## src/rtl/hdlcif_pkg.sv

```systemverilog
/*
  Shared constants, field positions and carrier types for the HDLC event flag block.
  Assumes a single device clock and a synchronous active-low reset.
*/
`default_nettype none
package hdlcif_pkg;
  // Microport register offsets
  localparam logic [7:0] HDLCIF_ADDR_RXTX_FIFO = 8'h02;
  localparam logic [7:0] HDLCIF_ADDR_INT_ENABLE = 8'h06;
  localparam logic [7:0] HDLCIF_ADDR_EVENT_FLAGS = 8'h07;

  // Reset values
  localparam logic [7:0] HDLCIF_FLAGS_RESET = 8'h00;
  localparam logic [7:0] HDLCIF_ENABLE_RESET = 8'h00;
  localparam logic [7:0] HDLCIF_RDATA_RESET = 8'h00;
  localparam logic HDLCIF_RX_ENABLE_RESET = 1'b1;

  // Event flag bit positions
  localparam int HDLCIF_BIT_GO_AHEAD = 7;
  localparam int HDLCIF_BIT_RX_PKT_END = 6;
  localparam int HDLCIF_BIT_TX_PKT_DONE = 5;
  localparam int HDLCIF_BIT_RX_LAST_NEXT = 4;
  localparam int HDLCIF_BIT_TX_FIFO_LOW = 3;
  localparam int HDLCIF_BIT_ABORT_UNDER = 2;
  localparam int HDLCIF_BIT_RX_NEAR_FULL = 1;
  localparam int HDLCIF_BIT_RX_OVERFLOW = 0;

  // Index of each asynchronous source in the async event vector
  localparam int HDLCIF_ASYNC_COUNT = 6;
  localparam int HDLCIF_AS_GO_AHEAD = 0;
  localparam int HDLCIF_AS_RX_PKT_END = 1;
  localparam int HDLCIF_AS_TX_PKT_DONE = 2;
  localparam int HDLCIF_AS_RX_LAST_NEXT = 3;
  localparam int HDLCIF_AS_TX_UNDERRUN = 4;
  localparam int HDLCIF_AS_FLAG_SEEN = 5;

  // FIFO level thresholds
  localparam logic [4:0] HDLCIF_TX_LOW_FROM = 5'h05;
  localparam logic [4:0] HDLCIF_TX_LOW_TO = 5'h04;
  localparam logic [4:0] HDLCIF_TX_LOW_FROM_SHIFT = 5'h0F;
  localparam logic [4:0] HDLCIF_TX_LOW_TO_SHIFT = 5'h0E;
  localparam logic [4:0] HDLCIF_RX_FULL_FROM = 5'h0E;
  localparam logic [4:0] HDLCIF_RX_FULL_TO = 5'h0F;
  localparam logic [4:0] HDLCIF_RX_FULL_FROM_SHIFT = 5'h04;
  localparam logic [4:0] HDLCIF_RX_FULL_TO_SHIFT = 5'h05;
  localparam logic [4:0] HDLCIF_FIFO_EMPTY = 5'h00;

  // Least received packet bits before an abort counts
  localparam logic [5:0] HDLCIF_ABORT_MIN_BITS = 6'h1A;

  typedef struct packed {
    logic active;
    logic write;
    logic [7:0] addr;
    logic [7:0] wdata;
  } hdlcif_acc_t;

  typedef struct packed {
    logic [4:0] tx_level;
    logic [4:0] rx_level;
    logic rx_write_try;
    logic rx_full;
    logic abort_seen;
    logic [5:0] rx_bit_count;
  } hdlcif_fifo_t;

  typedef enum logic [1:0] {
    HDLCIF_RD_IDLE,
    HDLCIF_RD_FLAGS,
    HDLCIF_RD_OTHER
  } hdlcif_acc_state_t;
endpackage
`default_nettype wire

```

## src/rtl/hdlcif_event_flags.sv

```systemverilog
/*
  HDLC event flag register with interrupt enable mask and request output.
  Assumes the microport front end presents each access as a level (acc.active)
  with stable address and data, and that FIFO levels come from logic on clk.
*/
// Summary of operation
// Reading the event register returns flags, then clears them and the request.
// Flags set on source transitions and stay set until read.
// Events during a read are held and posted afterwards unless already set.
// Software polls the status register to see if a condition persists.
// Request is the OR of each flag ANDed with its enable bit.
// Bit 7 sets when the receiver sees a go-ahead pattern.
// Bit 6 sets when an end-of-packet byte enters the receive FIFO.
// Bit 5 sets when a packet's closing flag is sent or it aborts.
// Bit 4 sets on last byte next, or reading an empty receive FIFO.
// Bit 3 sets on transmit level 5 to 4, or 15 to 14 shifted.
// Bit 2 sets on received abort after at least 26 bits, select low.
// Bit 2 sets on transmit underrun when the select is high.
// Bit 1 sets on receive level 14 to 15, or 4 to 5 shifted.
// Bit 0 sets when the receiver writes into a full FIFO.
// A receive overflow disables the receiver.
// The receiver re-enables on the next flag sequence.
// After reset all eight flags read zero.
// A masked flag still sets but raises no request.
// Pending bit sets with an enabled event and clears on flag read.
// Asynchronous sources are synchronised before edge detection.
`default_nettype none
module hdlcif_event_flags
  import hdlcif_pkg::*;
(
  input wire logic clk,                                 // Device clock
  input wire logic rst_n,                               // Synchronous reset, active low
  input wire hdlcif_acc_t acc,                          // Microport access in progress
  input wire logic intsel,                              // Bit 2 source: 1 underrun, 0 abort
  input wire logic fltx,                                // Transmit level shift
  input wire logic flrx,                                // Receive level shift
  input wire logic [HDLCIF_ASYNC_COUNT-1:0] async_evt,  // Asynchronous source levels
  input wire hdlcif_fifo_t fifo,                        // Same-clock FIFO and receiver state
  output logic [7:0] acc_rdata,                         // Read data for the access
  output logic [7:0] event_flags,                       // Current flag register
  output logic irq_n,                                   // Interrupt request, active low
  output logic irq_pending,                             // Status register pending bit
  output logic rx_enable                                // Receiver enable
);
  logic [HDLCIF_ASYNC_COUNT-1:0] as_rise;
  logic acc_prev_r;
  logic acc_start, acc_end, rd_fifo_empty;
  hdlcif_acc_state_t acc_state_r, acc_state_nxt;
  logic [4:0] tx_prev_r, rx_prev_r;
  logic abort_prev_r;
  logic [7:0] evt;
  logic [7:0] flags_r, flags_nxt, held_r, held_nxt;
  logic [7:0] enable_r, enable_nxt, rdata_r, rdata_nxt;
  logic irq_n_r, irq_n_nxt, pend_r, pend_nxt, rx_en_r, rx_en_nxt;

  function automatic logic crossed(input logic [4:0] prev, input logic [4:0] cur,
                                   input logic [4:0] from, input logic [4:0] to);
    crossed = (prev == from) && (cur == to);
  endfunction

  genvar gi;
  generate
    for (gi = 0; gi < HDLCIF_ASYNC_COUNT; gi++) begin : g_sync
      hdlcif_sync_edge u_sync (
        .clk(clk),
        .rst_n(rst_n),
        .din(async_evt[gi]),
        .rise(as_rise[gi])
      );
    end
  endgenerate

  assign acc_start = acc.active & ~acc_prev_r;
  assign acc_end = ~acc.active & acc_prev_r;
  assign rd_fifo_empty = acc_start & ~acc.write & (acc.addr == HDLCIF_ADDR_RXTX_FIFO) &
                         (fifo.rx_level == HDLCIF_FIFO_EMPTY);

  // Event sources, one pulse per transition
  always_comb begin
    evt = 8'h00;
    evt[HDLCIF_BIT_GO_AHEAD] = as_rise[HDLCIF_AS_GO_AHEAD];
    evt[HDLCIF_BIT_RX_PKT_END] = as_rise[HDLCIF_AS_RX_PKT_END];
    evt[HDLCIF_BIT_TX_PKT_DONE] = as_rise[HDLCIF_AS_TX_PKT_DONE];
    evt[HDLCIF_BIT_RX_LAST_NEXT] = as_rise[HDLCIF_AS_RX_LAST_NEXT] | rd_fifo_empty;
    evt[HDLCIF_BIT_TX_FIFO_LOW] = fltx ?
        crossed(tx_prev_r, fifo.tx_level, HDLCIF_TX_LOW_FROM_SHIFT, HDLCIF_TX_LOW_TO_SHIFT) :
        crossed(tx_prev_r, fifo.tx_level, HDLCIF_TX_LOW_FROM, HDLCIF_TX_LOW_TO);
    if (intsel) begin
      evt[HDLCIF_BIT_ABORT_UNDER] = as_rise[HDLCIF_AS_TX_UNDERRUN];
    end else begin
      evt[HDLCIF_BIT_ABORT_UNDER] = fifo.abort_seen & ~abort_prev_r &
                                    (fifo.rx_bit_count >= HDLCIF_ABORT_MIN_BITS);
    end
    evt[HDLCIF_BIT_RX_NEAR_FULL] = flrx ?
        crossed(rx_prev_r, fifo.rx_level, HDLCIF_RX_FULL_FROM_SHIFT, HDLCIF_RX_FULL_TO_SHIFT) :
        crossed(rx_prev_r, fifo.rx_level, HDLCIF_RX_FULL_FROM, HDLCIF_RX_FULL_TO);
    evt[HDLCIF_BIT_RX_OVERFLOW] = fifo.rx_write_try & fifo.rx_full;
  end

  // Access tracking, flags, mask and request
  always_comb begin
    acc_state_nxt = acc_state_r;
    flags_nxt = flags_r | evt;
    held_nxt = held_r;
    enable_nxt = enable_r;
    rdata_nxt = rdata_r;
    case (acc_state_r)
      HDLCIF_RD_IDLE: begin
        if (acc_start) begin
          if (!acc.write && acc.addr == HDLCIF_ADDR_EVENT_FLAGS) begin
            acc_state_nxt = HDLCIF_RD_FLAGS;
          end else begin
            acc_state_nxt = HDLCIF_RD_OTHER;
          end
          if (acc.write && acc.addr == HDLCIF_ADDR_INT_ENABLE) begin
            enable_nxt = acc.wdata;
          end
          if (!acc.write) begin
            if (acc.addr == HDLCIF_ADDR_EVENT_FLAGS) begin
              rdata_nxt = flags_r | evt;
              flags_nxt = flags_r | evt;
            end else if (acc.addr == HDLCIF_ADDR_INT_ENABLE) begin
              rdata_nxt = enable_r;
            end else begin
              rdata_nxt = HDLCIF_RDATA_RESET;
            end
          end
        end
      end
      HDLCIF_RD_FLAGS: begin
        flags_nxt = flags_r;
        if (acc_end) begin
          flags_nxt = held_r | evt;
          held_nxt = 8'h00;
          acc_state_nxt = HDLCIF_RD_IDLE;
        end else begin
          held_nxt = held_r | (evt & ~flags_r);
        end
      end
      HDLCIF_RD_OTHER: begin
        if (acc_end) begin
          acc_state_nxt = HDLCIF_RD_IDLE;
        end
      end
      default: begin
        acc_state_nxt = HDLCIF_RD_IDLE;
      end
    endcase
    pend_nxt = |(flags_nxt & enable_nxt);
    irq_n_nxt = ~pend_nxt;
  end

  // Receiver shut-off on overflow, restart on flag
  always_comb begin
    rx_en_nxt = rx_en_r;
    if (evt[HDLCIF_BIT_RX_OVERFLOW]) begin
      rx_en_nxt = 1'b0;
    end else if (as_rise[HDLCIF_AS_FLAG_SEEN]) begin
      rx_en_nxt = 1'b1;
    end
  end

  always_ff @(posedge clk) begin
    if (!rst_n) begin
      acc_prev_r <= 1'b0;
      acc_state_r <= HDLCIF_RD_IDLE;
      tx_prev_r <= HDLCIF_FIFO_EMPTY;
      rx_prev_r <= HDLCIF_FIFO_EMPTY;
      abort_prev_r <= 1'b0;
      flags_r <= HDLCIF_FLAGS_RESET;
      held_r <= HDLCIF_FLAGS_RESET;
      enable_r <= HDLCIF_ENABLE_RESET;
      rdata_r <= HDLCIF_RDATA_RESET;
      irq_n_r <= 1'b1;
      pend_r <= 1'b0;
      rx_en_r <= HDLCIF_RX_ENABLE_RESET;
    end else begin
      acc_prev_r <= acc.active;
      acc_state_r <= acc_state_nxt;
      tx_prev_r <= fifo.tx_level;
      rx_prev_r <= fifo.rx_level;
      abort_prev_r <= fifo.abort_seen;
      flags_r <= flags_nxt;
      held_r <= held_nxt;
      enable_r <= enable_nxt;
      rdata_r <= rdata_nxt;
      irq_n_r <= irq_n_nxt;
      pend_r <= pend_nxt;
      rx_en_r <= rx_en_nxt;
    end
  end

  assign acc_rdata = rdata_r;
  assign event_flags = flags_r;
  assign irq_n = irq_n_r;
  assign irq_pending = pend_r;
  assign rx_enable = rx_en_r;

  property p_read_clears;
    @(posedge clk) disable iff (!rst_n)
      (acc_state_r == HDLCIF_RD_FLAGS && acc_end && held_r == 8'h00 && evt == 8'h00)
      |=> (flags_r == 8'h00) && irq_n_r && !pend_r;
  endproperty
  a_read_clears: assert property (p_read_clears) else $error("flag read did not clear");

  property p_sticky;
    @(posedge clk) disable iff (!rst_n)
      (acc_state_r != HDLCIF_RD_FLAGS) |=> ((flags_r & $past(flags_r)) == $past(flags_r));
  endproperty
  a_sticky: assert property (p_sticky) else $error("flag lost outside a read");

  property p_held_posted;
    @(posedge clk) disable iff (!rst_n)
      (acc_state_r == HDLCIF_RD_FLAGS && acc_end && held_r != 8'h00)
      |=> ((flags_r & $past(held_r)) == $past(held_r));
  endproperty
  a_held_posted: assert property (p_held_posted) else $error("event during read lost");

  property p_read_frozen;
    @(posedge clk) disable iff (!rst_n)
      (acc_state_r == HDLCIF_RD_FLAGS && !acc_end) |=> (flags_r == $past(flags_r));
  endproperty
  a_read_frozen: assert property (p_read_frozen) else $error("flags moved during a read");

  property p_irq_mask;
    @(posedge clk) disable iff (!rst_n)
      1'b1 |-> (irq_n_r == ~|(flags_r & enable_r)) && (pend_r == ~irq_n_r);
  endproperty
  a_irq_mask: assert property (p_irq_mask) else $error("request not flags and enable");

  property p_masked_quiet;
    @(posedge clk) disable iff (!rst_n)
      ((flags_r & ~enable_r) != 8'h00 && (flags_r & enable_r) == 8'h00) |-> irq_n_r;
  endproperty
  a_masked_quiet: assert property (p_masked_quiet) else $error("masked flag raised request");

  property p_go_ahead;
    @(posedge clk) disable iff (!rst_n)
      (as_rise[HDLCIF_AS_GO_AHEAD] && acc_state_r == HDLCIF_RD_IDLE) |=> flags_r[HDLCIF_BIT_GO_AHEAD];
  endproperty
  a_go_ahead: assert property (p_go_ahead) else $error("go-ahead flag not set");

  property p_rx_pkt_end;
    @(posedge clk) disable iff (!rst_n)
      (as_rise[HDLCIF_AS_RX_PKT_END] && acc_state_r == HDLCIF_RD_IDLE) |=> flags_r[HDLCIF_BIT_RX_PKT_END];
  endproperty
  a_rx_pkt_end: assert property (p_rx_pkt_end) else $error("packet end flag not set");

  property p_tx_done;
    @(posedge clk) disable iff (!rst_n)
      (as_rise[HDLCIF_AS_TX_PKT_DONE] && acc_state_r == HDLCIF_RD_IDLE) |=> flags_r[HDLCIF_BIT_TX_PKT_DONE];
  endproperty
  a_tx_done: assert property (p_tx_done) else $error("transmit done flag not set");

  property p_tx_low;
    @(posedge clk) disable iff (!rst_n)
      (!fltx && fifo.tx_level == HDLCIF_TX_LOW_TO && $past(fifo.tx_level) == HDLCIF_TX_LOW_FROM &&
       acc_state_r == HDLCIF_RD_IDLE) |=> flags_r[HDLCIF_BIT_TX_FIFO_LOW];
  endproperty
  a_tx_low: assert property (p_tx_low) else $error("transmit low flag not set");

  property p_short_abort;
    @(posedge clk) disable iff (!rst_n)
      (!intsel && fifo.rx_bit_count < HDLCIF_ABORT_MIN_BITS && !flags_r[HDLCIF_BIT_ABORT_UNDER] &&
       acc_state_r == HDLCIF_RD_IDLE) |=> !flags_r[HDLCIF_BIT_ABORT_UNDER];
  endproperty
  a_short_abort: assert property (p_short_abort) else $error("short abort set flag");

  property p_underrun;
    @(posedge clk) disable iff (!rst_n)
      (intsel && as_rise[HDLCIF_AS_TX_UNDERRUN] && acc_state_r == HDLCIF_RD_IDLE) |=> flags_r[HDLCIF_BIT_ABORT_UNDER];
  endproperty
  a_underrun: assert property (p_underrun) else $error("underrun flag not set");

  property p_rx_full;
    @(posedge clk) disable iff (!rst_n)
      (!flrx && fifo.rx_level == HDLCIF_RX_FULL_TO && $past(fifo.rx_level) == HDLCIF_RX_FULL_FROM &&
       acc_state_r == HDLCIF_RD_IDLE) |=> flags_r[HDLCIF_BIT_RX_NEAR_FULL];
  endproperty
  a_rx_full: assert property (p_rx_full) else $error("receive nearly full flag not set");

  property p_empty_read;
    @(posedge clk) disable iff (!rst_n)
      rd_fifo_empty |=> flags_r[HDLCIF_BIT_RX_LAST_NEXT];
  endproperty
  a_empty_read: assert property (p_empty_read) else $error("empty FIFO read flag not set");

  property p_overflow_off;
    @(posedge clk) disable iff (!rst_n)
      (fifo.rx_write_try && fifo.rx_full) |=> !rx_en_r ##0 (acc_state_r != HDLCIF_RD_IDLE ||
                                                            flags_r[HDLCIF_BIT_RX_OVERFLOW]);
  endproperty
  a_overflow_off: assert property (p_overflow_off) else $error("overflow did not stop receiver");

  property p_flag_restart;
    @(posedge clk) disable iff (!rst_n)
      (as_rise[HDLCIF_AS_FLAG_SEEN] && !evt[HDLCIF_BIT_RX_OVERFLOW]) |=> rx_en_r;
  endproperty
  a_flag_restart: assert property (p_flag_restart) else $error("receiver not re-enabled");

  property p_reset_zero;
    @(posedge clk) !rst_n |=> (flags_r == 8'h00) && irq_n_r;
  endproperty
  a_reset_zero: assert property (p_reset_zero) else $error("flags not zero after reset");
endmodule
`default_nettype wire

```

## src/rtl/hdlcif_sync_edge.sv

```systemverilog
/*
  Three-stage synchroniser with agreement filter and rising-edge pulse.
  Assumes din is asynchronous to clk; the output pulse lasts one clock.
*/
`default_nettype none
module hdlcif_sync_edge
  import hdlcif_pkg::*;
(
  input wire logic clk,   // Device clock
  input wire logic rst_n, // Synchronous reset, active low
  input wire logic din,   // Asynchronous level
  output logic rise       // One-cycle pulse per accepted rising edge
);
  logic s1_r, s2_r, s3_r, level_r, rise_r;
  logic level_nxt, rise_nxt;

  always_comb begin
    level_nxt = level_r;
    if (s2_r == s3_r) begin
      level_nxt = s3_r;
    end
    rise_nxt = level_nxt & ~level_r;
  end

  always_ff @(posedge clk) begin
    if (!rst_n) begin
      s1_r <= 1'b0;
      s2_r <= 1'b0;
      s3_r <= 1'b0;
      level_r <= 1'b0;
      rise_r <= 1'b0;
    end else begin
      s1_r <= din;
      s2_r <= s1_r;
      s3_r <= s2_r;
      level_r <= level_nxt;
      rise_r <= rise_nxt;
    end
  end

  assign rise = rise_r;

  property p_single_pulse;
    @(posedge clk) disable iff (!rst_n) rise_r |=> !rise_r;
  endproperty
  a_single_pulse: assert property (p_single_pulse) else $error("edge pulse longer than one cycle");
endmodule
`default_nettype wire

```

## config.mk

```make
export PLATFORM = sky130hd
export DESIGN_NAME = hdlcif_event_flags
export DESIGN_NICKNAME = d
export VERILOG_FILES = /design/src/rtl/hdlcif_pkg.sv /design/src/rtl/hdlcif_event_flags.sv /design/src/rtl/hdlcif_sync_edge.sv
export SDC_FILE = /design/constraint.sdc
export NUM_CORES = 1
export LEC_CHECK = 0
export BUFFER_PORTS_ARGS = -buffer_cell sky130_fd_sc_hd__buf_2
export CORE_ASPECT_RATIO = 0.8
export CORE_MARGIN = 3
export CORE_UTILIZATION = 52
export DETAILED_ROUTE_END_ITERATION = 8
export PLACE_DENSITY = 0.77
export SYNTH_ARGS = -nofsm -noshare
export SYNTH_HDL_FRONTEND = slang
export SYNTH_SLANG_ARGS = --single-unit
```

## constraint.sdc

```tcl
create_clock -name clk -period 6.8 [get_ports clk]
set_clock_uncertainty 0.1 [all_clocks]
set_input_delay 1.36 -clock clk [delete_from_list [all_inputs] [get_ports clk]]
set_output_delay 1.36 -clock clk [all_outputs]
set_load 0.1 [all_outputs]
```

=== Word-level counts from Yosys, hierarchy flattened ===
Index checks and enable logic that the tools add are counted.
W data, S select, Z words.

* Magnitude comparators: 1
* Eq/ne operators: 21
* Muxes and demuxes: 23
* Bitwise operators: 32
* Reduce and logical (&&, ||, !) cells: 14

{| class="wikitable"
|+ Operator list
! operator !! count
|-
| $mux W8 || 8
|-
| $or A8 B8 Y8 || 3
|-
| $eq A5 B3 Y1 const B || 4
|-
| $eq A5 B4 Y1 const B || 4
|-
| $and A8 B8 Y8 || 2
|-
| $eq A8 B3 Y1 const B || 2
|-
| $and A1 B1 Y1 || 14
|-
| $mux W1 || 11
|-
| $not A1 Y1 || 11
|-
| $eq A8 B2 Y1 const B || 1
|-
| $not A8 Y8 || 1
|-
| $reduce_or A8 Y1 || 1
|-
| $eq A1 B1 Y1 || 6
|-
| $ge A6 B5 Y1 const B || 1
|-
| $logic_and A1 B1 Y1 || 6
|-
| $mux W2 || 3
|-
| $logic_not A5 Y1 || 1
|-
| $pmux W2 S2 || 1
|-
| $reduce_and A3 Y1 || 1
|-
| $eq A2 B1 Y1 const B || 1
|-
| $eq A2 B2 Y1 const B || 1
|-
| $logic_not A2 Y1 || 1
|-
| $ne A2 B1 Y1 const B || 1
|-
| $ne A2 B2 Y1 const B || 1
|-
| other kinds (5) || 5
|}

* Register bits: 79

=== Longest topological paths before layout ===
* Depth after elaboration: 12
* Mapped depth: 8
* Mapped depth without buffers: 8

=== Hierarchy ===
Synthesis repeated with hierarchy kept, for this count alone.

* Cell total of the unflattened synthesis: 319
* Area, all modules: 3070.4 um2

{| class="wikitable"
|+ Modules (own cells, without submodules)
! module !! times used !! cells an instance !! area each (um2)
|-
| hdlcif_event_flags || 1 || 247 || 2177.1
|-
| hdlcif_sync_edge || 6 || 12 || 148.9
|}

=== Worst setup path after synthesis ===
Ideal clock, no wire load.

* Kind: input-to-reg
* From: input port acc[11] in the netlist's numbering
* To: register pend_r (netlist: irq_pending)
* Setup time: 117 ps
* Arrival: 3429 ps
* Slack: 3154 ps
* Stages on the path: 6
* Buffers on the path: 0
* Cell sequence: or4b_4 nor4_4 mux2_2 a222oi_1 o2111ai_1 a22o_1

* Word-level cells in the longest chain between the ends: 9
* Elaborated cells on any way between the ends: 15
* Those cells by class: eq/ne: 2; mux: 5; bitwise: 6; reduce/logical: 2

{| class="wikitable"
|+ Ends and longest elaborated chain
! what !! line !! source
|-
| start: declaration || hdlcif_event_flags.sv:33 || <nowiki>input wire hdlcif_acc_t acc,</nowiki>
|-
| $eq A8 B2 Y1 || hdlcif_event_flags.sv:75 || <nowiki>assign rd_fifo_empty = acc_start & ~acc.write & (acc.addr == HDLCIF_ADDR_RXTX_FIFO) &</nowiki>
|-
| $and A1 B1 Y1 (2 in a row) || hdlcif_event_flags.sv:75 ||
|-
| $or A1 B1 Y1 || hdlcif_event_flags.sv:84 || <nowiki>evt[HDLCIF_BIT_RX_LAST_NEXT] = as_rise[HDLCIF_AS_RX_LAST_NEXT] | rd_fifo_empty;</nowiki>
|-
| $or A8 B8 Y8 || hdlcif_event_flags.sv:133 || <nowiki>flags_nxt = held_r | evt;</nowiki>
|-
| $mux W8 || hdlcif_event_flags.sv:132 || <nowiki>if (acc_end) begin</nowiki>
|-
| $mux W8 || n/a ||
|-
| $and A8 B8 Y8 * || hdlcif_event_flags.sv:149 || <nowiki>pend_nxt = |(flags_nxt & enable_nxt);</nowiki>
|-
| $reduce_or A8 Y1 * || hdlcif_event_flags.sv:149 ||
|-
| end signal: assignment || hdlcif_event_flags.sv:188 || <nowiki>pend_r <= pend_nxt;</nowiki>
|-
| end: declaration || hdlcif_event_flags.sv:54 || <nowiki>logic irq_n_r, irq_n_nxt, pend_r, pend_nxt, rx_en_r, rx_en_nxt;</nowiki>
|}

Every way passes the cells marked *; elsewhere a longest branch is shown, timed or not.
A chain may end at the register's enable or synchronous reset.

=== Worst setup path in the final report ===
Same ends and word-level chain as after synthesis.

==> impl_metrics.yaml <==
run_status:
  outcome: "finished clean"
clock_network:
  cts_sinks: 79
  cts_buffers: 9
  cts_root_buffer: "clkbuf_8"
  cts.clk_slew.worst_paths_ps: 70
  postCtsSetupRepairBufs: 0
  clockBufferDepth: 2
  cts_max_level: 3
  clock_latency_ps: 350
  cts_hold_buf: 0
  cts_tree: "built"
  cts_resized: 0
detailed_routing:
  wire_per_inst_um: 13.5
  drt_wl_total_um: 6260
  num_vias: 2467
  dr.pass1.iters: 4
  viasPerCell: 5.33
  route.detailed.drc: 0
  drt.antenna.violating_nets: 0
  drt_iter0_drc: 102
sta:
  slew_headroom_pct: 39.0
  rsz0062_at_grt: "false"
  period_needed_ps: 3770
  setup-violations-final: 0
  fin_setup_tns_ps: 0
  slew_viol_final: 0
  timing_hold_violations_final: 0
  timing.final.ws_setup_ps: 3030
  finalCritPeriodShare_pct: 55.4
  max_freq_mhz: 266
  tightest_slew_ps: 911
power:
  peakVddDrop_uv: 191
  swShare_pct: 24.2
  power_frac_comb_pct: 9.0
  power_leakage_uw: 0.00142
  p_int_uw: 718
  p_sw_uw: 229
  power_frac_seq_pct: 50.8
  clkPwrFrac_pct: 40.2
  p_per_area_nw_per_um2: 266
layout:
  area_growth_pct: 20.1
  area.sequential_um2: 1580
  final_cell_mix: "dfxtp_1 (79), buf_2 (65), and2_1 (38), nor2_1 (35), nand2_1 (23)"
  multi_input_area_um2: 1310
  drive_gt1_share_pct: 23.7
  final_common_cell: "dfxtp_1"
  n_fill_cell: 453
  insertedDiodeCount: 0
  nNetsFinal: 433
yosys:
  synth_flop_cell: "dfxtp_1"
  syn_inst: 319
  yosys_warnings: 0
  async_reset_ff_share_pct: 0
  synth_fp_nets: 369
  synth_seq_cells: 79
  yosys.area.top_type_share_pct: 53.3
  yosysSeqAreaShare_pct: 53.3
  ys_top_cells_by_area: "dfxtp_1 (53%), and2_1 (8.0%), nor2_1 (4.4%)"
  synth.cell_area_um2: 2970
  syn_avg_cell_area_um2: 9.31
  synth-edff-count: 0
  yosysTopAreaCell: "dfxtp_1"
  ys_types: 39
grt:
  grt_usage_pct: 19.9
  grt_max_degree: 49
  grt_pass1_wl_um: 10300
  overflow: 0
  grt_antenna_before_repair: 0
  grt_pass1_vias: 2347
floorplan:
  rows: 23
  die_height_um: 73.6
  start_util_pct: 56.4
  num_io_pins: 67
  die_area_um2: 6660
  die_w_um: 90.5
  core_region_area_um2: 5270
setup_path:
  r2r_start: "acc_state_r[1]"
  r2r-end: "irq_pending"
  end_kind: "flip-flop"
  crit_path_end: "irq_pending"
  worst_path_largest_cell_delay_ps: 600
  path_cells: "buf_2, or4b_4, nor4_4, mux2_2, a222oi_1, o2111ai_1, a22o_1"
  critPathTopFamily: "simple AND/OR/NAND/NOR gates"
  cp.depth: 7
  cp.buffers_inverters: 1
  crit_path_start: "acc[11]"
  critPathKind: "input port to flip-flop"
  rrSetupSlack_ps: 3840
  reg2reg_depth: 8
  crit_fanout: 8
  cp_data_required_time_ps: 6940
  crit_arrival_ps: 3900
  startpoint_type: "input port"
  crit_slowest_cell: "nor4_4"
placement:
  numPortBuffers: 65
  dp_hpwl_um: 4440
  gp_congestion: 0.870
  place_ws_ps: 2660
job:
  maxCapViolations: 0
hold_path:
  hold_class: "flip-flop to flip-flop"
## cell families (layout without fill, tap and decap cells)
logic type,after synthesis,after routing,synth area share (%)
AO/OA/AOI/OAI,66,66,13.1
flip-flops,79,79,53.3
multiplexers,14,14,5.06
adder cells (fa/ha/maj),2,2,0.843
AND/OR/NAND/NOR,137,137,25.0
buffers and inverters,21,90,2.65
## worst register-to-register path, cell delays in order, from the launching register on
cell       delay, ps
dfxtp_1          320
inv_1             80
ha_1             190
nand3b_1         200
nor4_4           670
mux2_2           420
a222oi_1         430
o2111ai_1        230
a22o_1           220
## worst min-delay path by stage
| stage | start | endpoint | slack [ps] | cells after the start |
|---|---|---|---|---|
| floorplan | g_sync[0].u_sync.s1_r | g_sync[0].u_sync.s2_r | 310 | 1 |
| global placement | g_sync[4].u_sync.s1_r | g_sync[4].u_sync.s2_r | 310 | 1 |
| detailed placement | g_sync[4].u_sync.s1_r | g_sync[4].u_sync.s2_r | 320 | 1 |
| CTS | g_sync[3].u_sync.s1_r | g_sync[3].u_sync.s2_r | 340 | 1 |
| global route | g_sync[3].u_sync.s1_r | g_sync[3].u_sync.s2_r | 360 | 1 |
| finish | g_sync[5].u_sync.s1_r | g_sync[5].u_sync.s2_r | 340 | 1 |
## synthesized netlist by cell type (2+ instances only)
library cell and instances:
a22oi_1 2, nor2b_1 4, ha_1 2, a311oi_1 3
a211oi_1 3, or3_1 2, mux2i_1 6, and2_1 38
a31oi_1 8, and3_1 2, or4_1 2, mux2_2 8
clkbuf_1 12, o21ai_0 20, nor3b_1 4, inv_1 8
and4_1 2, nor3_1 11, dfxtp_1 79, nor2_1 35
a21oi_1 21, nor4_1 3, o22ai_1 3, nand2_1 23
nand3_1 2, nand4b_1 2, nand2b_1 2
## power by group through the flow
stage                     clock network (uW)  registers, uW  logic (uW)
final                                    381            481        85.0
after detailed placement                   0            492        85.1
after CTS                                388            481        85.7
after global placement                     0            491        84.1
after global routing                     407            482        92.0
after floorplan                            0            522        28.2
## registers in the layout, summed over array words and instances (netlist names), 2 cells and up
name,cells
acc_rdata,8
enable_r,8
event_flags,8
held_r,8
g_sync.u_sync.level_r,6
g_sync.u_sync.rise,6
g_sync.u_sync.s1_r,6
g_sync.u_sync.s2_r,6
g_sync.u_sync.s3_r,6
rx_prev_r,5
tx_prev_r,5
acc_state_r,2
## per-stage QoR
stage	cell area [um2]	hold WS, ps	total power (uW)	utilization (%)	cells
floorplan	2970	312	550	-	319
detailed placement	3340	319	577	63.5	447
finish	3570	337	947	67.7	463
global placement	3340	315	575	63.5	447
global route	3570	358	981	67.7	463
CTS	3570	341	955	67.7	463
## area by class of cell
class                           instances  area share [%]
Clock inverter                          5            2.28
Timing Repair Buffer                   65            9.12
Multi-Input combinational cell        219            36.7
Inverter                                9           0.947
Sequential cell                        79            44.4
Tap cell                               75            2.63
Clock buffer                           11            3.96
## routing by layer
layer  up-vias  global-route usage [%]  routed length [um]
met1      1137                    22.6                2770
met2        77                    33.9                2920
met5         -                       0                   0
met4         0                    7.64                 107
li1       1245                       -                   -
met3         8                    8.39                 454
Power figures use the tool's default switching activity.
